<file path="src/hw/iri_pkg.sv">
// Package of constants and types for the interrupt request input block
package iri_pkg;

  // Number of interrupt-acknowledge cycles per maskable request
  localparam logic [1:0] IRI_ACK_CYCLES   = 2'h2;
  // Least low time before a non-maskable rising edge, in clock periods
  localparam int         IRI_NMI_LOW_MIN  = 4;
  // Width of the low-time counter
  localparam int         IRI_LOWCNT_W     = 3;
  localparam logic [2:0] IRI_LOWCNT_MAX   = 3'h7;
  localparam logic [2:0] IRI_LOWCNT_RST   = 3'h0;

  // Acknowledge sequencer states
  typedef enum logic [1:0] {
    IRI_IDLE,
    IRI_ACK,
    IRI_WAIT
  } iri_ack_state_t;

endpackage

</file>
<file path="src/hw/iri_maskable_irq_in_inputs.sv">
// Maskable and non-maskable interrupt request recognition with acknowledge sequencing
`timescale 1ns/1ns
module iri_maskable_irq_in_inputs
  import iri_pkg::*;
(
  input  wire logic mclk,
  input  wire logic rst_b,
  input  wire logic maskable_irq_in,
  input  wire logic nmiIn,
  input  wire logic intEnable,
  input  wire logic atBoundary,
  input  wire logic ackCycleDone,
  output logic      ackCycleReq,
  output logic      ackLock,
  output logic      ackFirst,
  output logic      maskableTaken,
  output logic      nmiPending,
  output logic      nmiTaken,
  output logic      nmiEarlyEdge
);

  logic           irqSync;
  logic           nmiSync;
  logic           nmiSyncQ;
  logic           nmiRise;
  logic [2:0]     lowCount;
  logic [1:0]     ackCount;
  iri_ack_state_t state;
  logic           startNmi;
  logic           startIrq;

  // Both asynchronous requests pass two flip-flops
  iri_sync2 u_irqSync (
    .mclk    (mclk),
    .rst_b   (rst_b),
    .asyncIn (maskable_irq_in),
    .syncOut (irqSync)
  );

  iri_sync2 u_nmiSync (
    .mclk    (mclk),
    .rst_b   (rst_b),
    .asyncIn (nmiIn),
    .syncOut (nmiSync)
  );

  // Delayed copy of synchronised non-maskable level for edge detection
  always_ff @(posedge mclk) begin
    if (!rst_b) begin
      nmiSyncQ <= 1'b1;
    end else begin
      nmiSyncQ <= nmiSync;
    end
  end

  assign nmiRise = nmiSync && !nmiSyncQ;

  // Count low cycles before an edge to flag short low periods
  always_ff @(posedge mclk) begin
    if (!rst_b) begin
      lowCount <= IRI_LOWCNT_RST;
    end else if (nmiSync) begin
      lowCount <= IRI_LOWCNT_RST;
    end else if (lowCount != IRI_LOWCNT_MAX) begin
      lowCount <= lowCount + 3'h1;
    end
  end

  // Sticky warning when the requester breaks the low-time minimum
  always_ff @(posedge mclk) begin
    if (!rst_b) begin
      nmiEarlyEdge <= 1'b0;
    end else if (nmiRise && ({29'h0, lowCount} < IRI_NMI_LOW_MIN)) begin
      nmiEarlyEdge <= 1'b1;
    end
  end

  // Service arbitration: non-maskable wins and is not gated by the enable
  assign startNmi = atBoundary && nmiPending && (state == IRI_IDLE);
  assign startIrq = atBoundary && !nmiPending && irqSync && intEnable && (state == IRI_IDLE);

  // Pending non-maskable edge; a new edge wins over the service clear
  always_ff @(posedge mclk) begin
    if (!rst_b) begin
      nmiPending <= 1'b0;
    end else if (nmiRise) begin
      nmiPending <= 1'b1;
    end else if (startNmi) begin
      nmiPending <= 1'b0;
    end
  end

  // One-cycle service strobes
  always_ff @(posedge mclk) begin
    if (!rst_b) begin
      nmiTaken      <= 1'b0;
      maskableTaken <= 1'b0;
    end else begin
      nmiTaken      <= startNmi;
      maskableTaken <= startIrq;
    end
  end

  // Acknowledge sequencer: two acknowledge cycles held under lock
  always_ff @(posedge mclk) begin
    if (!rst_b) begin
      state    <= IRI_IDLE;
      ackCount <= 2'h0;
    end else begin
      unique case (state)
        IRI_IDLE: begin
          if (startIrq) begin
            state    <= IRI_ACK;
            ackCount <= 2'h0;
          end
        end
        IRI_ACK: begin
          if (ackCycleDone) begin
            ackCount <= ackCount + 2'h1;
            if (ackCount + 2'h1 == IRI_ACK_CYCLES) begin
              state <= IRI_WAIT;
            end
          end
        end
        IRI_WAIT: begin
          state <= IRI_IDLE;
        end
      endcase
    end
  end

  // Requests and lock towards the bus unit
  assign ackCycleReq = (state == IRI_ACK);
  assign ackLock     = (state == IRI_ACK);
  assign ackFirst    = (state == IRI_ACK) && (ackCount == 2'h0);

  // Assertions
  property p_irq_gate;
    @(posedge mclk) disable iff (!rst_b) maskableTaken |-> $past(intEnable) && $past(irqSync);
  endproperty
  a_irq_gate: assert property (p_irq_gate) else $error("maskable taken without enable");

  property p_two_acks;
    @(posedge mclk) disable iff (!rst_b)
      (ackCycleReq && ackCycleDone && !ackFirst) |=> !ackCycleReq;
  endproperty
  a_two_acks: assert property (p_two_acks) else $error("more than two acknowledges");

  property p_lock_cover;
    @(posedge mclk) disable iff (!rst_b) ackCycleReq |-> ackLock;
  endproperty
  a_lock_cover: assert property (p_lock_cover) else $error("acknowledge without lock");

  property p_start_ack;
    @(posedge mclk) disable iff (!rst_b) maskableTaken |-> ackCycleReq && ackFirst;
  endproperty
  a_start_ack: assert property (p_start_ack) else $error("acknowledge sequence missing");

  property p_sync_delay;
    @(posedge mclk) disable iff (!rst_b) $rose(irqSync) |-> $past(maskable_irq_in, 2);
  endproperty
  a_sync_delay: assert property (p_sync_delay) else $error("maskable sync depth wrong");

  property p_nmi_ungated;
    @(posedge mclk) disable iff (!rst_b)
      (nmiPending && atBoundary && (state == IRI_IDLE)) |=> nmiTaken;
  endproperty
  a_nmi_ungated: assert property (p_nmi_ungated) else $error("non-maskable not serviced");

  property p_nmi_edge;
    @(posedge mclk) disable iff (!rst_b) $rose(nmiPending) |-> $past(nmiSync) && !$past(nmiSyncQ);
  endproperty
  a_nmi_edge: assert property (p_nmi_edge) else $error("pending without rising edge");

  property p_nmi_hold;
    @(posedge mclk) disable iff (!rst_b) (nmiPending && !$past(startNmi)) |-> $past(nmiPending) || $past(nmiRise);
  endproperty
  a_nmi_hold: assert property (p_nmi_hold) else $error("pending set without cause");

  property p_nmi_keep;
    @(posedge mclk) disable iff (!rst_b) (nmiPending && !startNmi) |=> nmiPending;
  endproperty
  a_nmi_keep: assert property (p_nmi_keep) else $error("pending lost before service");

  property p_nmi_sync;
    @(posedge mclk) disable iff (!rst_b) $rose(nmiSync) |-> $past(nmiIn, 2);
  endproperty
  a_nmi_sync: assert property (p_nmi_sync) else $error("non-maskable sync depth wrong");

  // Lock stays up between the two acknowledges of one pair
  property p_ack_pair;
    @(posedge mclk) disable iff (!rst_b)
      (ackFirst && ackCycleDone) |=> (ackCycleReq && ackLock && !ackFirst);
  endproperty
  a_ack_pair: assert property (p_ack_pair) else $error("lock dropped between acknowledges");

  // Starting service drops the pending edge unless a new edge arrives
  property p_nmi_clear;
    @(posedge mclk) disable iff (!rst_b) (startNmi && !nmiRise) |=> !nmiPending;
  endproperty
  a_nmi_clear: assert property (p_nmi_clear) else $error("pending kept after service");

  // A pending non-maskable request blocks maskable service at a boundary
  property p_nmi_first;
    @(posedge mclk) disable iff (!rst_b) (nmiPending && atBoundary) |=> !maskableTaken;
  endproperty
  a_nmi_first: assert property (p_nmi_first) else $error("maskable served before non-maskable");

  // Warning only follows an edge seen after a short low time
  property p_early_flag;
    @(posedge mclk) disable iff (!rst_b)
      $rose(nmiEarlyEdge) |-> $past(nmiRise) && ({29'h0, $past(lowCount)} < IRI_NMI_LOW_MIN);
  endproperty
  a_early_flag: assert property (p_early_flag) else $error("low-time warning without short low");

  c_irq:   cover property (@(posedge mclk) disable iff (!rst_b) maskableTaken ##[1:20] (state == IRI_WAIT));
  c_nmi:   cover property (@(posedge mclk) disable iff (!rst_b) nmiRise ##[1:10] nmiTaken);
  c_early: cover property (@(posedge mclk) disable iff (!rst_b) $rose(nmiEarlyEdge));
  c_prio:  cover property (@(posedge mclk) disable iff (!rst_b) nmiTaken ##1 maskableTaken);

endmodule

</file>
<file path="src/hw/iri_sync2.sv">
// Two-flop synchroniser for one asynchronous level
`timescale 1ns/1ns
module iri_sync2
  import iri_pkg::*;
(
  input  wire logic mclk,
  input  wire logic rst_b,
  input  wire logic asyncIn,
  output logic      syncOut
);

  logic stage1;

  // First stage feeds only the second stage
  always_ff @(posedge mclk) begin
    if (!rst_b) begin
      stage1  <= 1'b0;
      syncOut <= 1'b0;
    end else begin
      stage1  <= asyncIn;
      syncOut <= stage1;
    end
  end

endmodule

</file>
<file path="config.mk">
export PLATFORM = sky130hd
export DESIGN_NAME = iri_maskable_irq_in_inputs
export DESIGN_NICKNAME = d
export VERILOG_FILES = /design/src/hw/iri_pkg.sv /design/src/hw/iri_maskable_irq_in_inputs.sv /design/src/hw/iri_sync2.sv
export SDC_FILE = /design/constraint.sdc
export NUM_CORES = 1
export LEC_CHECK = 0
export BUFFER_PORTS_ARGS = -buffer_cell sky130_fd_sc_hd__buf_2
export CAP_MARGIN = 25
export CORE_AREA = 2 2 46 48
export DETAILED_ROUTE_END_ITERATION = 10
export DIE_AREA = 0 0 48 50
export SLEW_MARGIN = 20
export SYNTH_ARGS = -nofsm -noshare
export SYNTH_HDL_FRONTEND = slang
export SYNTH_SLANG_ARGS = --single-unit
</file>
<file path="constraint.sdc">
create_clock -name mclk -period 3.9 [get_ports mclk]
set_input_delay 0.78 -clock mclk [delete_from_list [all_inputs] [get_ports mclk]]
set_output_delay 0.78 -clock mclk [all_outputs]
set_load 0.005 [all_outputs]
</file>
==> results of run 1 <==
[stage by stage]
step | worst slack (ps) | utilization (%) | instance area (um^2)
CTS | 1780 | 44.2 | 841
global placement | 2120 | 42.3 | 805
global route | 1650 | 44.2 | 841
detailed placement | 2110 | 42.3 | 805
finish | 1800 | 44.2 | 841
floorplan | 2270 | - | 726
[final timing paths]
kind                            depth (start not counted)                            to                         from
worst max-delay path                                    4                      ackFirst        state[1]$_SDFFE_PN0P_
worst max register to register                          5      ackCount[1]$_SDFFE_PN0P_     ackCount[0]$_SDFFE_PN0P_
worst min-delay path                                    1  u_nmiSync.syncOut$_SDFF_PN0_  u_nmiSync.stage1$_SDFF_PN0_
worst min register to register                          1  u_nmiSync.syncOut$_SDFF_PN0_  u_nmiSync.stage1$_SDFF_PN0_
[sequential cells by signal (all words and copies together), names as in the netlist]
name,flops
nmiTaken,1
u_irqSync.stage1,1
nmiPending,1
u_nmiSync.stage1,1
state,2
ackCount,2
u_irqSync.syncOut,1
maskableTaken,1
u_nmiSync.syncOut,1
nmiSyncQ,1
nmiEarlyEdge,1
lowCount,3
[metal layers]
metal	vias to the layer above	GRT usage (%)	wire (um)
li1	281	-	-
met1	227	15.0	588
met2	15	15.6	436
met3	2	7.69	74
met4	0	4.05	12
met5	-	0	0
[power by group]
| group | internal [uW] | switching (uW) |
|---|---|---|
| sequential | 173 | 5.68 |
| clock | 56.8 | 50.7 |
| combinational | 34.8 | 40.7 |
| total | 265 | 97.2 |
[layout make-up]
type	instances	area (um^2)	area share (%)
inverters	6	22.5	2.68
multi-input cells	49	363	43.2
clock buffers	4	36.3	4.32
repair buffers	13	65.1	7.74
flip-flops and latches	16	320	38.1
well taps	27	33.8	4.02
[cells in the final DEF (no fill, tap or decap), types with 2 or more instances in the layout]
cell type,netlist,routed
nor2_1,8,8
buf_2,1,13
mux2i_1,3,3
nand2b_1,2,2
nand2_1,6,6
a21oi_1,4,4
inv_1,6,6
ha_1,6,6
nand4b_1,2,2
and2_1,5,5
dfxtp_1,16,16
a21o_2,2,2
clkbuf_4,0,3
[kinds of logic after synthesis]
group | Yosys count | synth area share (%)
AOI/OAI and AO/OA | 11 | 10.9
xor gates and xnor gates | 1 | 1.21
DFF | 16 | 44.1
adders and majority gates | 6 | 10.3
and+or+nand+nor | 28 | 23.4
buffers and inverters | 10 | 5.86
muxes | 3 | 4.14
[critical path, stage by stage (launching register included)]
cell and delay, ps:
dfxtp_1 310, inv_1 90, ha_1 370, and2_1 170, buf_2 100
==> results.txt, run 1 <==
outcome: completed
CP Capture Type: primary output
largest net degree at the start of global routing: 12
Placed Cells incl. Taps: 111
fraction of layout cells with a size suffix above 1: 23.9%
Root Buffer: clkbuf_4
most numerous cell in the Yosys netlist: dfxtp_1
I/O pin cnt: 14
antenna violations before repair: 0
Resized cells post-CTS: 0
Critical Path AT: 1320 ps
final net count: 102
Netlist cell types: 25
Max H-tree Level: 1
DR pass1 iterations: 4
Final Skew: 2.24 ps
async set or reset register ratio after synthesis: 0%
Pins Over Slew Limit: 0
first-pass GRT wire length: 1.90 mm
vias in the first global route: 450
core area: 1900 um^2
Post-synth EDFFs: 0
final setup fails: 0
Mapped Cells: 75
die area: 2400 um^2
synth warn: 0
setup TNS: 0 ps
Tot GR Track Use: 11.7%
Max Fanout on Critical Path: 11
Post-Syn Nets: 88
number of setup buffers added after CTS: 0
Max Clock Freq: 0.477 GHz
worst hold margin: 440 ps
CTS Hold Bufs: 0
Yosys top cell area share: 44.1%
unrepaired setup endpoints after global routing: false
Slew @ Worst Pin: 331 ps
residual DRC count: 0
clk sinks: 16
vias post-DR: 525
Leak: 0.000377 uW
CTS tree: done
chip height: 50 um
Num CTS Buffers: 3
VDD IR-drop max: 0.301 mV
Non-Filler Instances: 115
Routed WL per cell: 9.67 um
Final ANT Viol Nets: 0
Post-synth top cells: dfxtp_1, nor2_1, ha_1, inv_1, nand2_1
row count: 16
Seq/Total Area, Yosys: 44.1%
pwr dens: 431 nW/um^2
Initial Utilization: 38.2%
Fin. Hold Viols: 0
Mapped Area: 726 um^2
min cycle time layout: 2100 ps
WP data required: 3120 ps
grt ovf: 0
routed wire length: 1.11 mm
largest cells by area after synthesis: dfxtp_1, ha_1, and2_1
Area growth, synth to finish: 15.9%
Fillers: 192
# port buffers: 13
DR iter-0 viols: 9
type of origin of the critical path: flip-flop
Mean Syn Cell Area: 9.68 um^2
Min-Delay Path Class: flip-flop to flip-flop
drt via density: 4.57
max_slew headroom: 77.7%
clock latency on the worst-skew pair: 280 ps
# diodes: 0
Worst R2R Setup Slack: 2290 ps
Yosys reg bits: 16
placed wire-length estimate: 847 um
CTS Buffer Depth: 2
Tot Pwr: 362 uW
area leader, netlist: dfxtp_1
Final GP Congestion: 0.687
fin crit share: 53.8%
critical path type: flip-flop to primary output
max-cap viol count: 0
Synth Flop Type: dfxtp_1
clock-pin slew on the worst setup and hold paths: 90 ps
Die W: 48 um
(Power assumes the default switching activity.)
==> inputs of run 2 (changes only) <==
==> constraint.sdc (replaced) <==
create_clock -name mclk -period 1.7 [get_ports mclk]
set_input_delay 0.34 -clock mclk [delete_from_list [all_inputs] [get_ports mclk]]
set_output_delay 0.34 -clock mclk [all_outputs]
set_load 0.005 [all_outputs]
==> results.txt, run 2 (synthesis gave the netlist of run 1 again) <==
CTS tree: done
# port buffers: 13 (unchanged)
# diodes: 0 (unchanged)
Fin. Hold Viols: 0 (unchanged)
max-cap viol count: 0 (unchanged)
Slew @ Worst Pin: 327 ps (-4.38 ps)
min cycle time layout: 1610 ps
vias post-DR: 520 (-0.95%)
Final ANT Viol Nets: 0 (unchanged)
die area: 2400 um^2 (unchanged)
Max Fanout on Critical Path: 4 (-7)
worst hold margin: 259 ps (-182 ps)
DR iter-0 viols: 2 (-7)
drt via density: 4.52 (-0.95%)
WP data required: 1900 ps (-1220 ps)
Slowest-stage cell, CP: or3b_1
Tot Pwr: 837 uW (+130%)
core area: 1900 um^2 (unchanged)
slowest stage delay, CP: 380 ps (about the same)
placed wire-length estimate: 824 um (-2.7%)
Area growth, synth to finish: 17.4%
max_slew headroom: 78.2% (+0.57 points)
Critical Path AT: 1810 ps (+490 ps)
Min-Delay Path Class: input pin to flip-flop
pwr dens: 982 nW/um^2 (+130%)
unrepaired setup endpoints after global routing: false
critical path type: flip-flop to flip-flop
final net count: 102 (unchanged)
commonest non-fill, non-tap cells in the layout: dfxtp_1, buf_2, nor2_1, inv_1, nand2_1
clock latency on the worst-skew pair: 280 ps (about the same)
I/O pin cnt: 14 (unchanged)
CP top delay family: simple AND/OR/NAND/NOR gates
largest net degree at the start of global routing: 12 (unchanged)
final setup fails: 0 (unchanged)
routed wire length: 1.11 mm (-0.27%)
largest register by flop count: lowCount
Tot GR Track Use: 11.7% (-0.033 points)
Num CTS Buffers: 3 (unchanged)
post-route setup slack: 92.5 ps (-1710 ps)
Max H-tree Level: 1 (unchanged)
CP bufs+invs: 1 (-1)
clock-pin slew on the worst setup and hold paths: 90 ps (about the same)
antenna violations before repair: 0 (unchanged)
type of origin of the critical path: flip-flop
Placed Area: 805 um^2 (unchanged)
row count: 16 (unchanged)
Max Clock Freq: 0.622 GHz
DR pass1 iterations: 2 (-2)
Die W: 48 um (unchanged)
top flop regs: lowCount: 3 flops, ackCount: 2 flops, state: 2 flops
residual DRC count: 0 (unchanged)
Initial Utilization: 38.2% (unchanged)
setup TNS: 0 ps (unchanged)
Final GP Congestion: 0.710 (+3.4%)
Final Instance Area: 852 um^2 (+1.3%)
Routed WL per cell: 9.64 um (-0.27%)
Leak: 0.000377 uW (about the same)
chip height: 50 um (unchanged)
vias in the first global route: 480 (+6.7%)
CP Capture Type: flip-flop
outcome: completed
max FFs per register: 3 (unchanged)
pre-CTS setup slack: 74.5 ps (-2030 ps)
Pins Over Slew Limit: 0 (unchanged)
CTS Buffer Depth: 2 (unchanged)
first-pass GRT wire length: 1.99 mm (+4.4%)
clk sinks: 16 (unchanged)
fin crit share: 94.6%
Root Buffer: clkbuf_4
most common cell after layout, fill and taps aside: dfxtp_1
grt ovf: 0 (unchanged)
CTS Hold Bufs: 0 (unchanged)
Final Skew: 3.01 ps (+0.769 ps)
fraction of layout cells with a size suffix above 1: 28.4% (+4.5 points)
CP cell instances: inv_1, ha_1, and2b_4, or3b_1, a311oi_2
VDD IR-drop max: 0.388 mV (+29%)
number of setup buffers added after CTS: 0 (unchanged)
[run 2: cell types whose count changed in the layout (fill, tap and decap cells not counted)]
cell,delta
a311oi_1,-1
a311oi_2,+1
dfxtp_1,-2
dfxtp_2,+2
ha_1,-1
ha_2,+1
[run 2: area by class of cell]
class | instances | area [um^2]
Timing Repair Buffer | 13 | 65.1
Clock buffer | 4 | 36.3
Fill cell | 191 | 1050
Multi-Input combinational cell | 49 | 372
Tap cell | 27 | 33.8
Inverter | 6 | 22.5
Sequential cell | 16 | 323
[run 2: repair_timing]
item	in CTS	in global routing
endpoints found under the setup margin	0	2
hold endpoints to repair	0	0
resized for setup	0	4
[run 2: per-stage QoR]
| stage | util [%] | instances |
|---|---|---|
| floorplan | - | 75 |
| global placement | 42.3 | 111 |
| detailed placement | 42.3 | 111 |
| CTS | 44.2 | 115 |
| global route | 44.8 | 115 |
| finish | 44.8 | 115 |
[run 2: final timing paths]
kind / startpoint / to / slack (ps) / cells after the start
worst max-delay path: ackCount[0]$_SDFFE_PN0P_ / ackCount[1]$_SDFFE_PN0P_ / 90 / 5
worst max register to register: ackCount[0]$_SDFFE_PN0P_ / ackCount[1]$_SDFFE_PN0P_ / 90 / 5
worst min register to register: u_nmiSync.stage1$_SDFF_PN0_ / u_nmiSync.syncOut$_SDFF_PN0_ / 440 / 1
worst min-delay path: nmiIn / u_nmiSync.stage1$_SDFF_PN0_ / 260 / 2
[run 2: power by group]
group / leakage (uW) / switching, uW / internal (uW) / total (uW)
clock: 0.0000210 / 117 / 130 / 248
combinational: 0.000224 / 96.0 / 83.0 / 179
sequential: 0.000132 / 13.0 / 397 / 410
total: 0.000377 / 226 / 611 / 837
[run 2: routing by layer]
metal,up-vias,share of wire (%),track usage [%]
li1,280,-,-
met1,223,51,14.4
met2,14,42,17.3
met3,3,5.0,4.40
met4,0,1.7,5.41
met5,-,0,0
